<file path="src/design/hwl_map.svh">
// register offsets, field positions, reset values and limits of the hot water loop block
`ifndef HWL_MAP_SVH
`define HWL_MAP_SVH

`define HWL_CTRL_OFS 8'h00
`define HWL_PGAIN_OFS 8'h04
`define HWL_IGAIN_OFS 8'h08
`define HWL_DGAIN_OFS 8'h0C
`define HWL_OVR_OFS 8'h10
`define HWL_STAT_OFS 8'h14
`define HWL_EFF_OFS 8'h18
`define HWL_ISR_OFS 8'h1C
`define HWL_IMR_OFS 8'h20

`define HWL_CTRL_DERATE_BIT 0
`define HWL_CTRL_MOD_LSB 1
`define HWL_CTRL_MOD_MSB 3
`define HWL_CTRL_DSW_LSB 4
`define HWL_CTRL_DSW_MSB 6

`define HWL_CTRL_RST 7'h00
`define HWL_GAIN_RST 9'h000
`define HWL_OVR_RST 16'h0000
`define HWL_IRQ_RST 2'h0

`define HWL_IRQ_ALERT 0
`define HWL_IRQ_DERATE 1

`define HWL_GAIN_MAX 9'h190
`define HWL_COLD_F 16'shFFD8
`define HWL_FREEZE_F 16'sh0020
`define HWL_SPAN_F 7'h48

`endif

</file>
<file path="src/design/hwl_pkg.sv">
// types shared by the hot water loop configuration block
package hwl_pkg;

  typedef enum logic [2:0] {
    MOD_INLET = 3'h0,
    MOD_OUTLET = 3'h1,
    MOD_HOT_WATER = 3'h2,
    MOD_AUTO_INLET = 3'h3,
    MOD_AUTO_OUTLET = 3'h4
  } mod_sel_e;

  typedef enum logic [2:0] {
    DSW_NONE = 3'h0,
    DSW_SWITCH = 3'h1,
    DSW_SENSOR = 3'h2,
    DSW_PLATE = 3'h3
  } demand_sw_e;

endpackage

</file>
<file path="src/design/hwl_override_derate.sv">
// outdoor based derating of the hot water priority override time
`timescale 1ns/1ps
`default_nettype none
`include "hwl_map.svh"

module hwl_override_derate #(
  parameter int TW = 16
) (
  input wire logic i_clock,
  input wire logic i_rst,
  input wire logic i_enable,
  input wire logic signed [15:0] i_outdoor_f,
  input wire logic [TW-1:0] i_prog_time,
  output logic [TW-1:0] o_eff_time,
  output logic o_derated
);

  logic signed [16:0] ofs;
  logic [TW+6:0] prod;
  logic [TW+6:0] quot;
  logic [TW-1:0] eff_nxt;

  assign ofs = 17'(i_outdoor_f) - 17'(`HWL_COLD_F);
  assign prod = i_prog_time * ofs[6:0];
  assign quot = prod / (TW+7)'(`HWL_SPAN_F);

  always_comb begin
    // programmed time by default
    eff_nxt = i_prog_time;
    // derate below freezing
    if (i_enable && (i_outdoor_f < `HWL_FREEZE_F)) begin
      // zero at the cold limit
      if (i_outdoor_f <= `HWL_COLD_F) begin
        eff_nxt = '0;
      end else begin
        // linear ramp between limits
        eff_nxt = quot[TW-1:0];
      end
    end
  end

  always_ff @(posedge i_clock or posedge i_rst) begin
    if (i_rst) begin
      o_eff_time <= '0;
      o_derated <= 1'b0;
    end else begin
      o_eff_time <= eff_nxt;
      o_derated <= i_enable && (i_outdoor_f < `HWL_FREEZE_F);
    end
  end
endmodule // hwl_override_derate

`default_nettype wire

</file>
<file path="src/design/hwl_config_select.sv">
// hot water loop configuration, derating and modulation source selection with wishbone registers
// What this block does
// holds P, I, D gains of the hot water loop, each zero to four hundred.
// with derating enabled, override time is reduced below thirty-two degrees F.
// derating enabled at or above thirty-two F uses programmed time unchanged.
// derating enabled at or below minus forty F makes override time zero.
// between limits override time scales linearly from zero to full.
// non-temperature modulation source raises alert and suspends hot water control.
// inlet selection takes hot water temperature from the inlet sensor.
// outlet or hot water sensor selection uses that sensor for modulation.
// auto options pick the sensor by demand switch automatic detection.
// auto hot water or inlet uses inlet when input is a switch.
// plate heat exchanger setting enables tap and preheat demand.
// any other setting keeps tap and preheat demand inactive.
// derating disabled uses programmed override time regardless of outdoor temperature.
`timescale 1ns/1ps
`default_nettype none
`include "hwl_map.svh"

module hwl_config_select #(
  parameter int TW = 16,
  parameter int SW = 16
) (
  input wire logic i_clock,
  input wire logic i_rst,
  input wire logic i_wb_cyc,
  input wire logic i_wb_stb,
  input wire logic i_wb_we,
  input wire logic [7:0] i_wb_adr,
  input wire logic [3:0] i_wb_sel,
  input wire logic [31:0] i_wb_dat,
  output logic [31:0] o_wb_dat,
  output logic o_wb_ack,
  input wire logic signed [15:0] i_outdoor_temp,
  input wire logic [SW-1:0] i_inlet_sensor_input,
  input wire logic i_inlet_is_temp,
  input wire logic [SW-1:0] i_outlet_sensor_input,
  input wire logic i_outlet_is_temp,
  input wire logic [SW-1:0] i_hot_water_sensor_input,
  input wire logic i_hot_water_is_temp,
  input wire logic i_hot_water_switch_input,
  output logic [8:0] o_p_gain,
  output logic [8:0] o_i_gain,
  output logic [8:0] o_d_gain,
  output logic [TW-1:0] o_override_time,
  output logic [SW-1:0] o_mod_temp,
  output logic o_alert,
  output logic o_suspend,
  output logic o_tap_enable,
  output logic o_preheat_enable,
  output logic o_irq
);

  logic derate_en_r;
  hwl_pkg::mod_sel_e mod_sel_r;
  hwl_pkg::demand_sw_e dsw_r;
  logic [TW-1:0] ovr_time_r;
  logic [1:0] isr_r;
  logic [1:0] imr_r;
  logic ack_r;
  logic [31:0] rdat_r;
  logic wr;
  logic derated;
  logic derated_d_r;
  logic alert_d_r;
  logic [SW-1:0] mod_nxt;
  logic bad_nxt;
  logic [1:0] isr_nxt;
  // control reset image, seven bits over the derate, modulation and demand switch fields
  localparam logic [6:0] ctrl_rst = `HWL_CTRL_RST;

  // clamp a written gain into the legal range
  function automatic logic [8:0] clamp_gain(input logic [31:0] d);
    clamp_gain = (d > 32'(`HWL_GAIN_MAX)) ? `HWL_GAIN_MAX : d[8:0];
  endfunction

  // write data with byte enables applied over an old value
  function automatic logic [31:0] merge(input logic [31:0] old, input logic [31:0] d, input logic [3:0] sel);
    for (int i = 0; i < 4; i++) begin
      if (sel[i]) begin
        old[i*8 +: 8] = d[i*8 +: 8];
      end
    end
    merge = old;
  endfunction

  // wishbone slave: one wait state, write lands on the ack edge
  assign wr = i_wb_cyc && i_wb_stb && i_wb_we && ack_r;
  assign o_wb_ack = ack_r;
  assign o_wb_dat = rdat_r;

  always_ff @(posedge i_clock or posedge i_rst) begin
    if (i_rst) begin
      ack_r <= 1'b0;
    end else begin
      ack_r <= i_wb_cyc && i_wb_stb && !ack_r;
    end
  end

  always_ff @(posedge i_clock or posedge i_rst) begin
    if (i_rst) begin
      rdat_r <= 32'h00000000;
    end else if (i_wb_cyc && i_wb_stb && !ack_r) begin
      case (i_wb_adr)
        `HWL_CTRL_OFS: rdat_r <= {25'h0000000, dsw_r, mod_sel_r, derate_en_r};
        `HWL_PGAIN_OFS: rdat_r <= {23'h000000, o_p_gain};
        `HWL_IGAIN_OFS: rdat_r <= {23'h000000, o_i_gain};
        `HWL_DGAIN_OFS: rdat_r <= {23'h000000, o_d_gain};
        `HWL_OVR_OFS: rdat_r <= 32'(ovr_time_r);
        `HWL_STAT_OFS: rdat_r <= {16'(o_mod_temp), 11'h000, derated, o_preheat_enable, o_tap_enable,
                                  o_suspend, o_alert};
        `HWL_EFF_OFS: rdat_r <= 32'(o_override_time);
        `HWL_ISR_OFS: rdat_r <= {30'h00000000, isr_r};
        `HWL_IMR_OFS: rdat_r <= {30'h00000000, imr_r};
        default: rdat_r <= 32'h00000000;
      endcase
    end
  end

  // control register
  always_ff @(posedge i_clock or posedge i_rst) begin
    if (i_rst) begin
      derate_en_r <= ctrl_rst[`HWL_CTRL_DERATE_BIT];
      mod_sel_r <= hwl_pkg::MOD_INLET;
      dsw_r <= hwl_pkg::DSW_NONE;
    end else if (wr && i_wb_adr == `HWL_CTRL_OFS && i_wb_sel[0]) begin
      derate_en_r <= i_wb_dat[`HWL_CTRL_DERATE_BIT];
      mod_sel_r <= hwl_pkg::mod_sel_e'(i_wb_dat[`HWL_CTRL_MOD_MSB:`HWL_CTRL_MOD_LSB]);
      dsw_r <= hwl_pkg::demand_sw_e'(i_wb_dat[`HWL_CTRL_DSW_MSB:`HWL_CTRL_DSW_LSB]);
    end
  end

  // gains held and clamped
  always_ff @(posedge i_clock or posedge i_rst) begin
    if (i_rst) begin
      o_p_gain <= `HWL_GAIN_RST;
      o_i_gain <= `HWL_GAIN_RST;
      o_d_gain <= `HWL_GAIN_RST;
    end else if (wr) begin
      if (i_wb_adr == `HWL_PGAIN_OFS) begin
        o_p_gain <= clamp_gain(merge(32'(o_p_gain), i_wb_dat, i_wb_sel));
      end
      if (i_wb_adr == `HWL_IGAIN_OFS) begin
        o_i_gain <= clamp_gain(merge(32'(o_i_gain), i_wb_dat, i_wb_sel));
      end
      if (i_wb_adr == `HWL_DGAIN_OFS) begin
        o_d_gain <= clamp_gain(merge(32'(o_d_gain), i_wb_dat, i_wb_sel));
      end
    end
  end

  always_ff @(posedge i_clock or posedge i_rst) begin
    if (i_rst) begin
      ovr_time_r <= `HWL_OVR_RST;
    end else if (wr && i_wb_adr == `HWL_OVR_OFS) begin
      ovr_time_r <= TW'(merge(32'(ovr_time_r), i_wb_dat, i_wb_sel));
    end
  end

  // derated override time
  hwl_override_derate #(
    .TW(TW)
  ) u_derate (
    .i_clock(i_clock),
    .i_rst(i_rst),
    .i_enable(derate_en_r),
    .i_outdoor_f(i_outdoor_temp),
    .i_prog_time(ovr_time_r),
    .o_eff_time(o_override_time),
    .o_derated(derated)
  );

  // modulation source selection
  always_comb begin
    mod_nxt = i_inlet_sensor_input;
    bad_nxt = !i_inlet_is_temp;
    case (mod_sel_r)
      // inlet source
      hwl_pkg::MOD_INLET: begin
        mod_nxt = i_inlet_sensor_input;
        bad_nxt = !i_inlet_is_temp;
      end
      // outlet source
      hwl_pkg::MOD_OUTLET: begin
        mod_nxt = i_outlet_sensor_input;
        bad_nxt = !i_outlet_is_temp;
      end
      // hot water sensor
      hwl_pkg::MOD_HOT_WATER: begin
        mod_nxt = i_hot_water_sensor_input;
        bad_nxt = !i_hot_water_is_temp;
      end
      // detection decides between the two
      // switch falls back to inlet
      hwl_pkg::MOD_AUTO_INLET: begin
        if (i_hot_water_switch_input) begin
          mod_nxt = i_inlet_sensor_input;
          bad_nxt = !i_inlet_is_temp;
        end else begin
          mod_nxt = i_hot_water_sensor_input;
          bad_nxt = !i_hot_water_is_temp;
        end
      end
      // automatic detection picks sensor
      hwl_pkg::MOD_AUTO_OUTLET: begin
        if (i_hot_water_switch_input) begin
          mod_nxt = i_outlet_sensor_input;
          bad_nxt = !i_outlet_is_temp;
        end else begin
          mod_nxt = i_hot_water_sensor_input;
          bad_nxt = !i_hot_water_is_temp;
        end
      end
      default: begin
        mod_nxt = '0;
        bad_nxt = 1'b1;
      end
    endcase
  end

  // alert and suspend on a non-temperature source
  always_ff @(posedge i_clock or posedge i_rst) begin
    if (i_rst) begin
      o_mod_temp <= '0;
      o_alert <= 1'b0;
      o_suspend <= 1'b0;
    end else begin
      o_mod_temp <= bad_nxt ? '0 : mod_nxt;
      o_alert <= bad_nxt;
      o_suspend <= bad_nxt;
    end
  end

  // plate exchanger enables tap and preheat demand
  always_ff @(posedge i_clock or posedge i_rst) begin
    if (i_rst) begin
      o_tap_enable <= 1'b0;
      o_preheat_enable <= 1'b0;
    end else begin
      // other settings keep them inactive
      o_tap_enable <= (dsw_r == hwl_pkg::DSW_PLATE);
      o_preheat_enable <= (dsw_r == hwl_pkg::DSW_PLATE);
    end
  end

  // sticky events; a new event beats a write-one clear
  always_comb begin
    isr_nxt = isr_r;
    if (wr && i_wb_adr == `HWL_ISR_OFS && i_wb_sel[0]) begin
      isr_nxt = isr_r & ~i_wb_dat[1:0];
    end
    if (o_alert && !alert_d_r) begin
      isr_nxt[`HWL_IRQ_ALERT] = 1'b1;
    end
    if (derated && !derated_d_r) begin
      isr_nxt[`HWL_IRQ_DERATE] = 1'b1;
    end
  end

  always_ff @(posedge i_clock or posedge i_rst) begin
    if (i_rst) begin
      isr_r <= `HWL_IRQ_RST;
      alert_d_r <= 1'b0;
      derated_d_r <= 1'b0;
    end else begin
      isr_r <= isr_nxt;
      alert_d_r <= o_alert;
      derated_d_r <= derated;
    end
  end

  always_ff @(posedge i_clock or posedge i_rst) begin
    if (i_rst) begin
      imr_r <= `HWL_IRQ_RST;
    end else if (wr && i_wb_adr == `HWL_IMR_OFS && i_wb_sel[0]) begin
      imr_r <= i_wb_dat[1:0];
    end
  end

  assign o_irq = |(isr_r & imr_r);
endmodule // hwl_config_select

`default_nettype wire

</file>
<file path="config.mk">
export PLATFORM = sky130hd
export DESIGN_NAME = hwl_config_select
export DESIGN_NICKNAME = d
export VERILOG_FILES = /design/src/design/hwl_pkg.sv /design/src/design/hwl_override_derate.sv /design/src/design/hwl_config_select.sv
export VERILOG_INCLUDE_DIRS = /design/src /design/src/design
export SDC_FILE = /design/constraint.sdc
export NUM_CORES = 1
export LEC_CHECK = 0
export BUFFER_PORTS_ARGS = -buffer_cell sky130_fd_sc_hd__clkbuf_2
export CELL_PAD_IN_SITES_DETAIL_PLACEMENT = 1
export CELL_PAD_IN_SITES_GLOBAL_PLACEMENT = 1
export CORE_UTILIZATION = 48
export CTS_BUF_LIST = sky130_fd_sc_hd__clkbuf_4 sky130_fd_sc_hd__clkbuf_8
export DETAILED_ROUTE_END_ITERATION = 10
export PLACE_DENSITY_LB_ADDON = 0.1
export SLEW_MARGIN = 5
export SYNTH_ARGS = -nofsm -noshare
export SYNTH_HDL_FRONTEND = slang
export SYNTH_SLANG_ARGS = --single-unit
export TNS_END_PERCENT = 30
</file>
<file path="constraint.sdc">
create_clock -name i_clock -period 24.2 [get_ports i_clock]
set_input_delay 2.42 -clock i_clock [delete_from_list [all_inputs] [get_ports i_clock]]
set_output_delay 2.42 -clock i_clock [all_outputs]
set_load 0.03 [all_outputs]
</file>
==> parameters.txt, run 1 <==
Parameter                              Value

Worst setup path
  Reg2Reg Setup Slack ... 10.75 ns
  CP startpoint kind ... input pin
  Crit path largest cell delay ... 0.92 ns
  Setup Crit Path Kind ... input pin to flip-flop
  CP max FO ... 19
  Worst path most repeated cell ... fa_1
  Arrival time at the worst endpoint ... 16.33 ns
  Highest-delay cell along the critical path ... xnor2_1
  Endpoint type of the worst setup path ... flip-flop
  Data required time of the critical path ... 24.53 ns

Route
  Total via count in the routed design ... 11900
  Routed length per instance ... 22.2 µm
  Mean number of vias per cell ... 6.26
  Post-route DRC violation count ... 0
  Post-detailed-route count of antenna-violating nets ... 0
  Routed wire length ... 42400 µm
  First-pass iteration count of the detailed router ... 7
  Iter 0 DRT Violations ... 870

Pwr
  Sw power ... 0.000181 W
  Comb pwr share ... 0.253
  Post-layout power ... 0.000558 W
  Clock share of power ... 0.369
  Sequential share of power ... 0.377
  Cell-internal power ... 0.000377 W
  Switching share of total power ... 0.325
  Leakage ... 6.78 nW
  Power per Cell Area ... 39.9 nW/µm²
  Maximum VDD drop ... 0.0000364 V

Placed design
  Placer Congestion ... 0.931
  Placed cell count ... 1874
  Port buffer count ... 213
  Detailed placement HPWL ... 33100 µm

Timing
  Final-report hold violation count ... 0
  Measured slew at the worst slew-check pin ... 1.27 ns
  Setup repair after global routing missed its margin ... false
  Post-route clock skew ... 0.0181 ns
  Final count of negative-setup-slack endpoints ... 0
  Crit path time final ... 16.00 ns
  Tightest slew margin relative to the limit ... 0.153
  Period utilisation layout ... 0.661
  Fmax ... 62.5 MHz
  Final Max Tran Viols ... 0
  Setup TNS after final layout ... 0 ns

Clock network
  Clk root buf ... clkbuf_8
  Clock sinks ... 124
  Worst-skew pair later-pin latency ... 0.45 ns
  Setup fix buffers added after clock tree synthesis ... 0
  Number of buffers added by the clock tree synthesis step ... 17
  CTS resizes ... 0
  TritonCTS clock tree ... yes
  Clock buffer depth ... 2
  Post-CTS Hold Buffers ... 0
  H-Tree Level Count ... 4
  Clock transition at the registers of the reported paths ... 0.09 ns

Logic synthesis
  Cell taking the most area after synthesis ... dfrtp_1
  Largest cells by area after synthesis ... dfrtp_1 25%, fa_1 11%, ha_1 4.2%
  Multiplexer fraction of the synthesized cell area ... 0.0535
  Syn Area/Cell ... 8.79 µm²
  Number of nets in the synthesized netlist ... 1635
  Count of state elements after synthesis ... 124
  Share of flip-flops with an asynchronous set or reset ... 1.00
  Share of the synthesized area in compound gates (AO/OA/AOI/OAI) ... 0.255
  Most common flop cell mapped by yosys ... dfrtp_1
  Most numerous cell in the Yosys netlist ... nand2_1
  Adder-cell share of the synthesized area ... 0.158
  Cell variety after synth ... 106
  Register area share after synthesis ... 0.251
  Xor and xnor area share after synthesis ... 0.0304
  Number of flops mapped to enable cells by yosys ... 0
  Combinational family with the most area after synthesis ... compound AO/OA/AOI/OAI gates
  Synthesized netlist cell count ... 1407
  Synth Area in Simple Gates ... 0.185
  Synth top cells by count ... 139 x nand2_1, 126 x inv_1, 124 x dfrtp_1
  Area of the mapped netlist ... 12400 µm²
  Syn. warnings ... 0
  Top-area cell type share of the netlist area ... 0.251

Global route
  Number of global-route vias before repair ... 12300
  Global-route wire length before repair ... 67900 µm
  Global-route congestion overflow total ... 0
  Initial antenna violation count ... 0
  Maximum number of pins on one net before global-route repair ... 74
  Total global-route track usage ... 0.328

Hold path
  Worst min-delay path category ... flip-flop to flip-flop

Die
  Cell Rows ... 58
  I/O pin cnt ... 214
  Initial core utilization ... 0.490
  Total die area ... 26400 µm²
  Die Ht ... 163 µm
  Chip Width ... 163 µm
  Placeable core area ... 25300 µm²

Cells and area
  Final Non-Filler Cells ... 1905
  End-of-flow core utilization ... 0.554
  Fraction of final layout cells with drive strength greater than 1 ... 0.215
  Area Overhead vs Synth ... 13.1%
  Antenna fix cells ... 0
  Number of nets in the final layout ... 1791

Run
  Max-cap check violation count ... 0

Status
  Status ... complete, no violations
[logic make-up (layout without fill, tap and decap cells)]
family / Yosys count / in the layout
mux: 59 / 59
xor+xnor: 40 / 40
fa+ha+maj: 115 / 115
compound gates: 414 / 414
buf+inv: 210 / 378
flops: 124 / 124
simple gates: 445 / 445
[layout by cell type (no fill, tap or decap), types with 10 or more instances in the layout]
cell type / Yosys / final
a211oi_1: 15 / 15
xnor2_1: 25 / 25
nor2_1: 68 / 68
mux2i_1: 20 / 20
nand2_1: 139 / 139
clkbuf_2: 0 / 213
o22ai_1: 13 / 13
ha_1: 42 / 42
or3_1: 10 / 10
nor4_1: 18 / 18
fa_1: 69 / 69
a21o_1: 17 / 17
o21ai_0: 61 / 61
a22o_1: 48 / 48
dfrtp_1: 124 / 124
o21a_1: 11 / 11
xor2_1: 13 / 13
a31oi_1: 14 / 14
nand2b_1: 23 / 23
and3_1: 15 / 15
o211ai_1: 12 / 12
a222oi_1: 19 / 19
nor3_1: 32 / 32
a21oi_1: 63 / 63
mux2_2: 35 / 35
a22oi_1: 17 / 17
nand3_1: 20 / 20
o21ai_1: 12 / 11
inv_1: 126 / 125
and2_1: 65 / 65
nand4_1: 11 / 11
clkbuf_8: 0 / 18
[sequential cells by signal (all words and copies together) (netlist names)]
| register | count |
|---|---|
| o_suspend | 1 |
| o_preheat_enable | 1 |
| o_wb_ack | 1 |
| o_d_gain | 9 |
| alert_d_r | 1 |
| derated_d_r | 1 |
| isr_r | 2 |
| o_p_gain | 9 |
| imr_r | 2 |
| derate_en_r | 1 |
| o_mod_temp | 16 |
| o_wb_dat | 32 |
| mod_sel_r | 3 |
| o_i_gain | 9 |
| ovr_time_r | 16 |
| u_derate.o_eff_time | 16 |
| dsw_r | 3 |
| u_derate.o_derated | 1 |
[final timing paths]
path | from | depth (start not counted) | end
max | i_outdoor_temp[3] | 43 | u_derate.o_eff_time[0]$_DFF_PP0_
min | u_derate.o_derated$_DFF_PP0_ | 0 | derated_d_r$_DFF_PP0_
max reg2reg | ovr_time_r[6]$_DFFE_PP0P_ | 41 | u_derate.o_eff_time[0]$_DFF_PP0_
min reg2reg | u_derate.o_derated$_DFF_PP0_ | 0 | derated_d_r$_DFF_PP0_
max in group asynchronous | i_rst | 3 | ovr_time_r[4]$_DFFE_PP0P_
min in group asynchronous | i_rst | 2 | o_wb_dat[22]$_DFFE_PP0P_
[critical path, delay by kind of cell]
family / cells / cell delay [ns]
buffers and inverters: 5 / 0.70
adders and majority gates: 5 / 2.53
and+or+nand+nor: 7 / 2.98
AOI/OAI and AO/OA: 21 / 5.14
muxes: 4 / 1.61
xor gates and xnor gates: 1 / 0.92
[metal layers]
layer / part of all wire / GRT usage / routed length (µm)
met1: 0.41 / 0.401 / 17300
met2: 0.51 / 0.595 / 21600
met3: 0.052 / 0.0397 / 2200
met4: 0.030 / 0.114 / 1250
met5: 0 / 0 / 0
[metrics by stage]
step	setup WS [ns]	hold WS, ns	instance area [µm²]
2_1_floorplan	10.41	0.374	12400
3_3_place_gp	8.40	0.409	13600
3_5_place_dp	7.96	0.416	13600
4_1_cts	8.35	0.432	14000
5_1_grt	7.12	0.447	14000
6_report	8.20	0.424	14000
[area by class of cell]
type	count	area (µm²)
well taps	330	413
repair buffers	221	1130
clock inverters	13	191
flip-flops and latches	124	3100
inverters	126	475
clock buffers	18	248
multi-input cells	1073	8440
fillers	3053	11300
[power by group through the flow]
| stage | Clock, W | Combinational [W] | Sequential [W] |
|---|---|---|---|
| 6_report | 0.000206 | 0.000141 | 0.000210 |
| 5_1_grt | 0.000215 | 0.000152 | 0.000211 |
| 4_1_cts | 0.000207 | 0.000140 | 0.000210 |
| 3_5_place_dp | 0 | 0.000138 | 0.000214 |
| 3_3_place_gp | 0 | 0.000135 | 0.000214 |
| 2_1_floorplan | 0 | 0.0000979 | 0.000218 |
Note: power is estimated with default switching activity, not from simulation.
==> run 2, diff against run 1 <==
--- a/config.mk
+++ b/config.mk
@@ -9,7 +9,7 @@
 export BUFFER_PORTS_ARGS = -buffer_cell sky130_fd_sc_hd__clkbuf_2
 export CELL_PAD_IN_SITES_DETAIL_PLACEMENT = 1
 export CELL_PAD_IN_SITES_GLOBAL_PLACEMENT = 1
-export CORE_UTILIZATION = 48
+export CORE_UTILIZATION = 40
 export CTS_BUF_LIST = sky130_fd_sc_hd__clkbuf_4 sky130_fd_sc_hd__clkbuf_8
 export DETAILED_ROUTE_END_ITERATION = 10
 export PLACE_DENSITY_LB_ADDON = 0.1
==> constraint.sdc (replaced) <==
create_clock -name i_clock -period 14.4 [get_ports i_clock]
set_input_delay 1.44 -clock i_clock [delete_from_list [all_inputs] [get_ports i_clock]]
set_output_delay 1.44 -clock i_clock [all_outputs]
set_load 0.03 [all_outputs]
==> run 2 against run 1 <==
  * Final area is 2.1% higher
  * Sequential share of layout area fell by 0.46 points
  * Register-to-register slack got worse by 8.8 ns
  * Critical path type unchanged
  * Largest power group unchanged
  * Highest routed layer unchanged
==> parameters.txt, run 2 (synthesis gave the netlist of run 1 again) <==
Parameter                              Value

Status
  Status ... complete, no violations

Worst setup path
  Worst-case reg-to-reg path depth ... 41
  CP startpoint kind ... input pin
  Setup Crit Path Kind ... input pin to flip-flop
  Endpoint type of the worst setup path ... flip-flop
  Crit path largest cell delay ... 0.53 ns
  Data required time of the critical path ... 14.73 ns
  Reg-to-Reg End ... u_derate.o_eff_time[0]$_DFF_PP0_
  Reg-to-reg startpoint ... ovr_time_r[1]$_DFFE_PP0P_
  Reg2Reg Setup Slack ... 2.00 ns
  CP max FO ... 16
  Highest-delay cell along the critical path ... fa_1
  Arrival time at the worst endpoint ... 13.95 ns

Die
  Placeable core area ... 30500 µm²
  Total die area ... 31600 µm²
  I/O pin cnt ... 214
  Initial core utilization ... 0.406
  Cell Rows ... 64
  Chip Width ... 178 µm
  Die Ht ... 178 µm

Placed design
  Instance area at placement ... 13800 µm²
  Detailed placement HPWL ... 33100 µm
  Placer Congestion ... 0.874
  Port buffer count ... 213

Timing
  Measured slew at the worst slew-check pin ... 1.07 ns
  Setup repair after global routing missed its margin ... false
  Setup TNS after final layout ... 0 ns
  Final Max Tran Viols ... 0
  Tightest slew margin relative to the limit ... 0.286
  Fmax ... 73.5 MHz
  Final count of negative-setup-slack endpoints ... 0
  Period utilisation layout ... 0.945
  Crit path time final ... 13.61 ns
  Post-route clock skew ... 0.0194 ns
  Final-report hold violation count ... 0

Route
  Post-route DRC violation count ... 0
  Routed wire length ... 42100 µm
  First-pass iteration count of the detailed router ... 5
  Post-detailed-route count of antenna-violating nets ... 0
  Mean number of vias per cell ... 5.90
  Iter 0 DRT Violations ... 723
  Routed length per instance ... 21.2 µm
  Total via count in the routed design ... 11700

Cells and area
  Number of nets in the final layout ... 1809
  Area Overhead vs Synth ... 15.5%
  Final cell area excluding filler cells ... 14300 µm²
  Antenna fix cells ... 0
  Commonest cells after routing, fill and taps aside ... 213 x clkbuf_2, 139 x nand2_1, 125 x inv_1, 124 x dfrtp_1, 69 x fa_1
  Fraction of final layout cells with drive strength greater than 1 ... 0.234
  Commonest non-fill, non-tap cell in the layout ... clkbuf_2
  Max reg flops ... 32

Pwr
  Clock share of power ... 0.352
  Comb pwr share ... 0.268
  Power per Cell Area ... 65.0 nW/µm²
  Sw power ... 0.000309 W
  Sequential share of power ... 0.381
  Leakage ... 6.86 nW
  Switching share of total power ... 0.332
  Post-layout power ... 0.000929 W
  Cell-internal power ... 0.000621 W
  Maximum VDD drop ... 0.0000464 V

Clock network
  Clock sinks ... 124
  Clock transition at the registers of the reported paths ... 0.08 ns
  TritonCTS clock tree ... yes
  H-Tree Level Count ... 4
  Worst-skew pair later-pin latency ... 0.44 ns
  Number of buffers added by the clock tree synthesis step ... 17
  Clk root buf ... clkbuf_8
  Clock buffer depth ... 2
  Setup fix buffers added after clock tree synthesis ... 0

Hold path
  Hold endpoint ... derated_d_r$_DFF_PP0_
  HP Start ... u_derate.o_derated$_DFF_PP0_
  Number of cells traversed by the worst hold path ... 0
  Worst min-delay path category ... flip-flop to flip-flop

Run
  Max-cap check violation count ... 0

Global route
  Initial antenna violation count ... 0
  Global-route congestion overflow total ... 0
  Maximum number of pins on one net before global-route repair ... 83
  Global-route wire length before repair ... 67300 µm
  Total global-route track usage ... 0.271
  Number of global-route vias before repair ... 12100
[run 2: through the flow]
| stage | hold WS (ns) | setup slack (ns) | std cells | util |
|---|---|---|---|---|
| global route | 0.436 | 0.0112 | 1989 | 0.469 |
| CTS | 0.422 | 0.603 | 1989 | 0.465 |
| floorplan | 0.374 | 1.59 | 1407 | - |
| global placement | 0.385 | 0.275 | 1958 | 0.452 |
| detailed placement | 0.397 | 0.184 | 1958 | 0.452 |
| finish | 0.421 | 0.788 | 1989 | 0.469 |
[run 2: worst max path at each step]
| stage | start | end | slack [ns] |
|---|---|---|---|
| after floorplan | i_outdoor_temp[3] | u_derate.o_eff_time[0]$_DFF_PP0_ | 1.59 |
| after global placement | i_outdoor_temp[3] | u_derate.o_eff_time[0]$_DFF_PP0_ | 0.27 |
| after detailed placement | i_outdoor_temp[3] | u_derate.o_eff_time[0]$_DFF_PP0_ | 0.18 |
| after CTS | i_outdoor_temp[3] | u_derate.o_eff_time[0]$_DFF_PP0_ | 0.60 |
| after global routing | i_outdoor_temp[3] | u_derate.o_eff_time[0]$_DFF_PP0_ | 0.01 |
| final | i_outdoor_temp[3] | u_derate.o_eff_time[0]$_DFF_PP0_ | 0.79 |
[run 2: area by class of cell]
type	count	area [µm²]
clock buffers	18	241
clock inverters	13	169
well taps	396	495
fillers	3674	16200
inverters	126	475
repair buffers	239	1260
multi-input cells	1073	8550
flip-flops and latches	124	3100
[run 2: per-layer routing]
layer,track usage,vias to the layer above,part of all wire
li1,-,5459,-
met1,0.351,5910,0.45
met2,0.475,303,0.50
met3,0.0259,59,0.034
met4,0.0808,0,0.024
met5,0,-,0
[run 2: worst max-delay path, delay by kind of cell]
kind	cells	cell delay [ns]
AO/OA/AOI/OAI	16	4.53
AND/OR/NAND/NOR	13	3.32
adder cells (fa/ha/maj)	7	3.28
buffers and inverters	7	0.77
multiplexers	1	0.37
XOR/XNOR	1	0.19
[run 2: timing repair]
item	in CTS	in global routing
endpoints found under the setup margin	0	2
hold buffers	0	0
gates resized for setup	0	23
[run 2: power groups by stage]
stage	clock [W]	combinational, W	sequential (W)
floorplan	0	0.000165	0.000366
global placement	0	0.000234	0.000360
detailed placement	0	0.000240	0.000360
CTS	0.000332	0.000241	0.000354
global route	0.000347	0.000271	0.000354
finish	0.000327	0.000249	0.000354
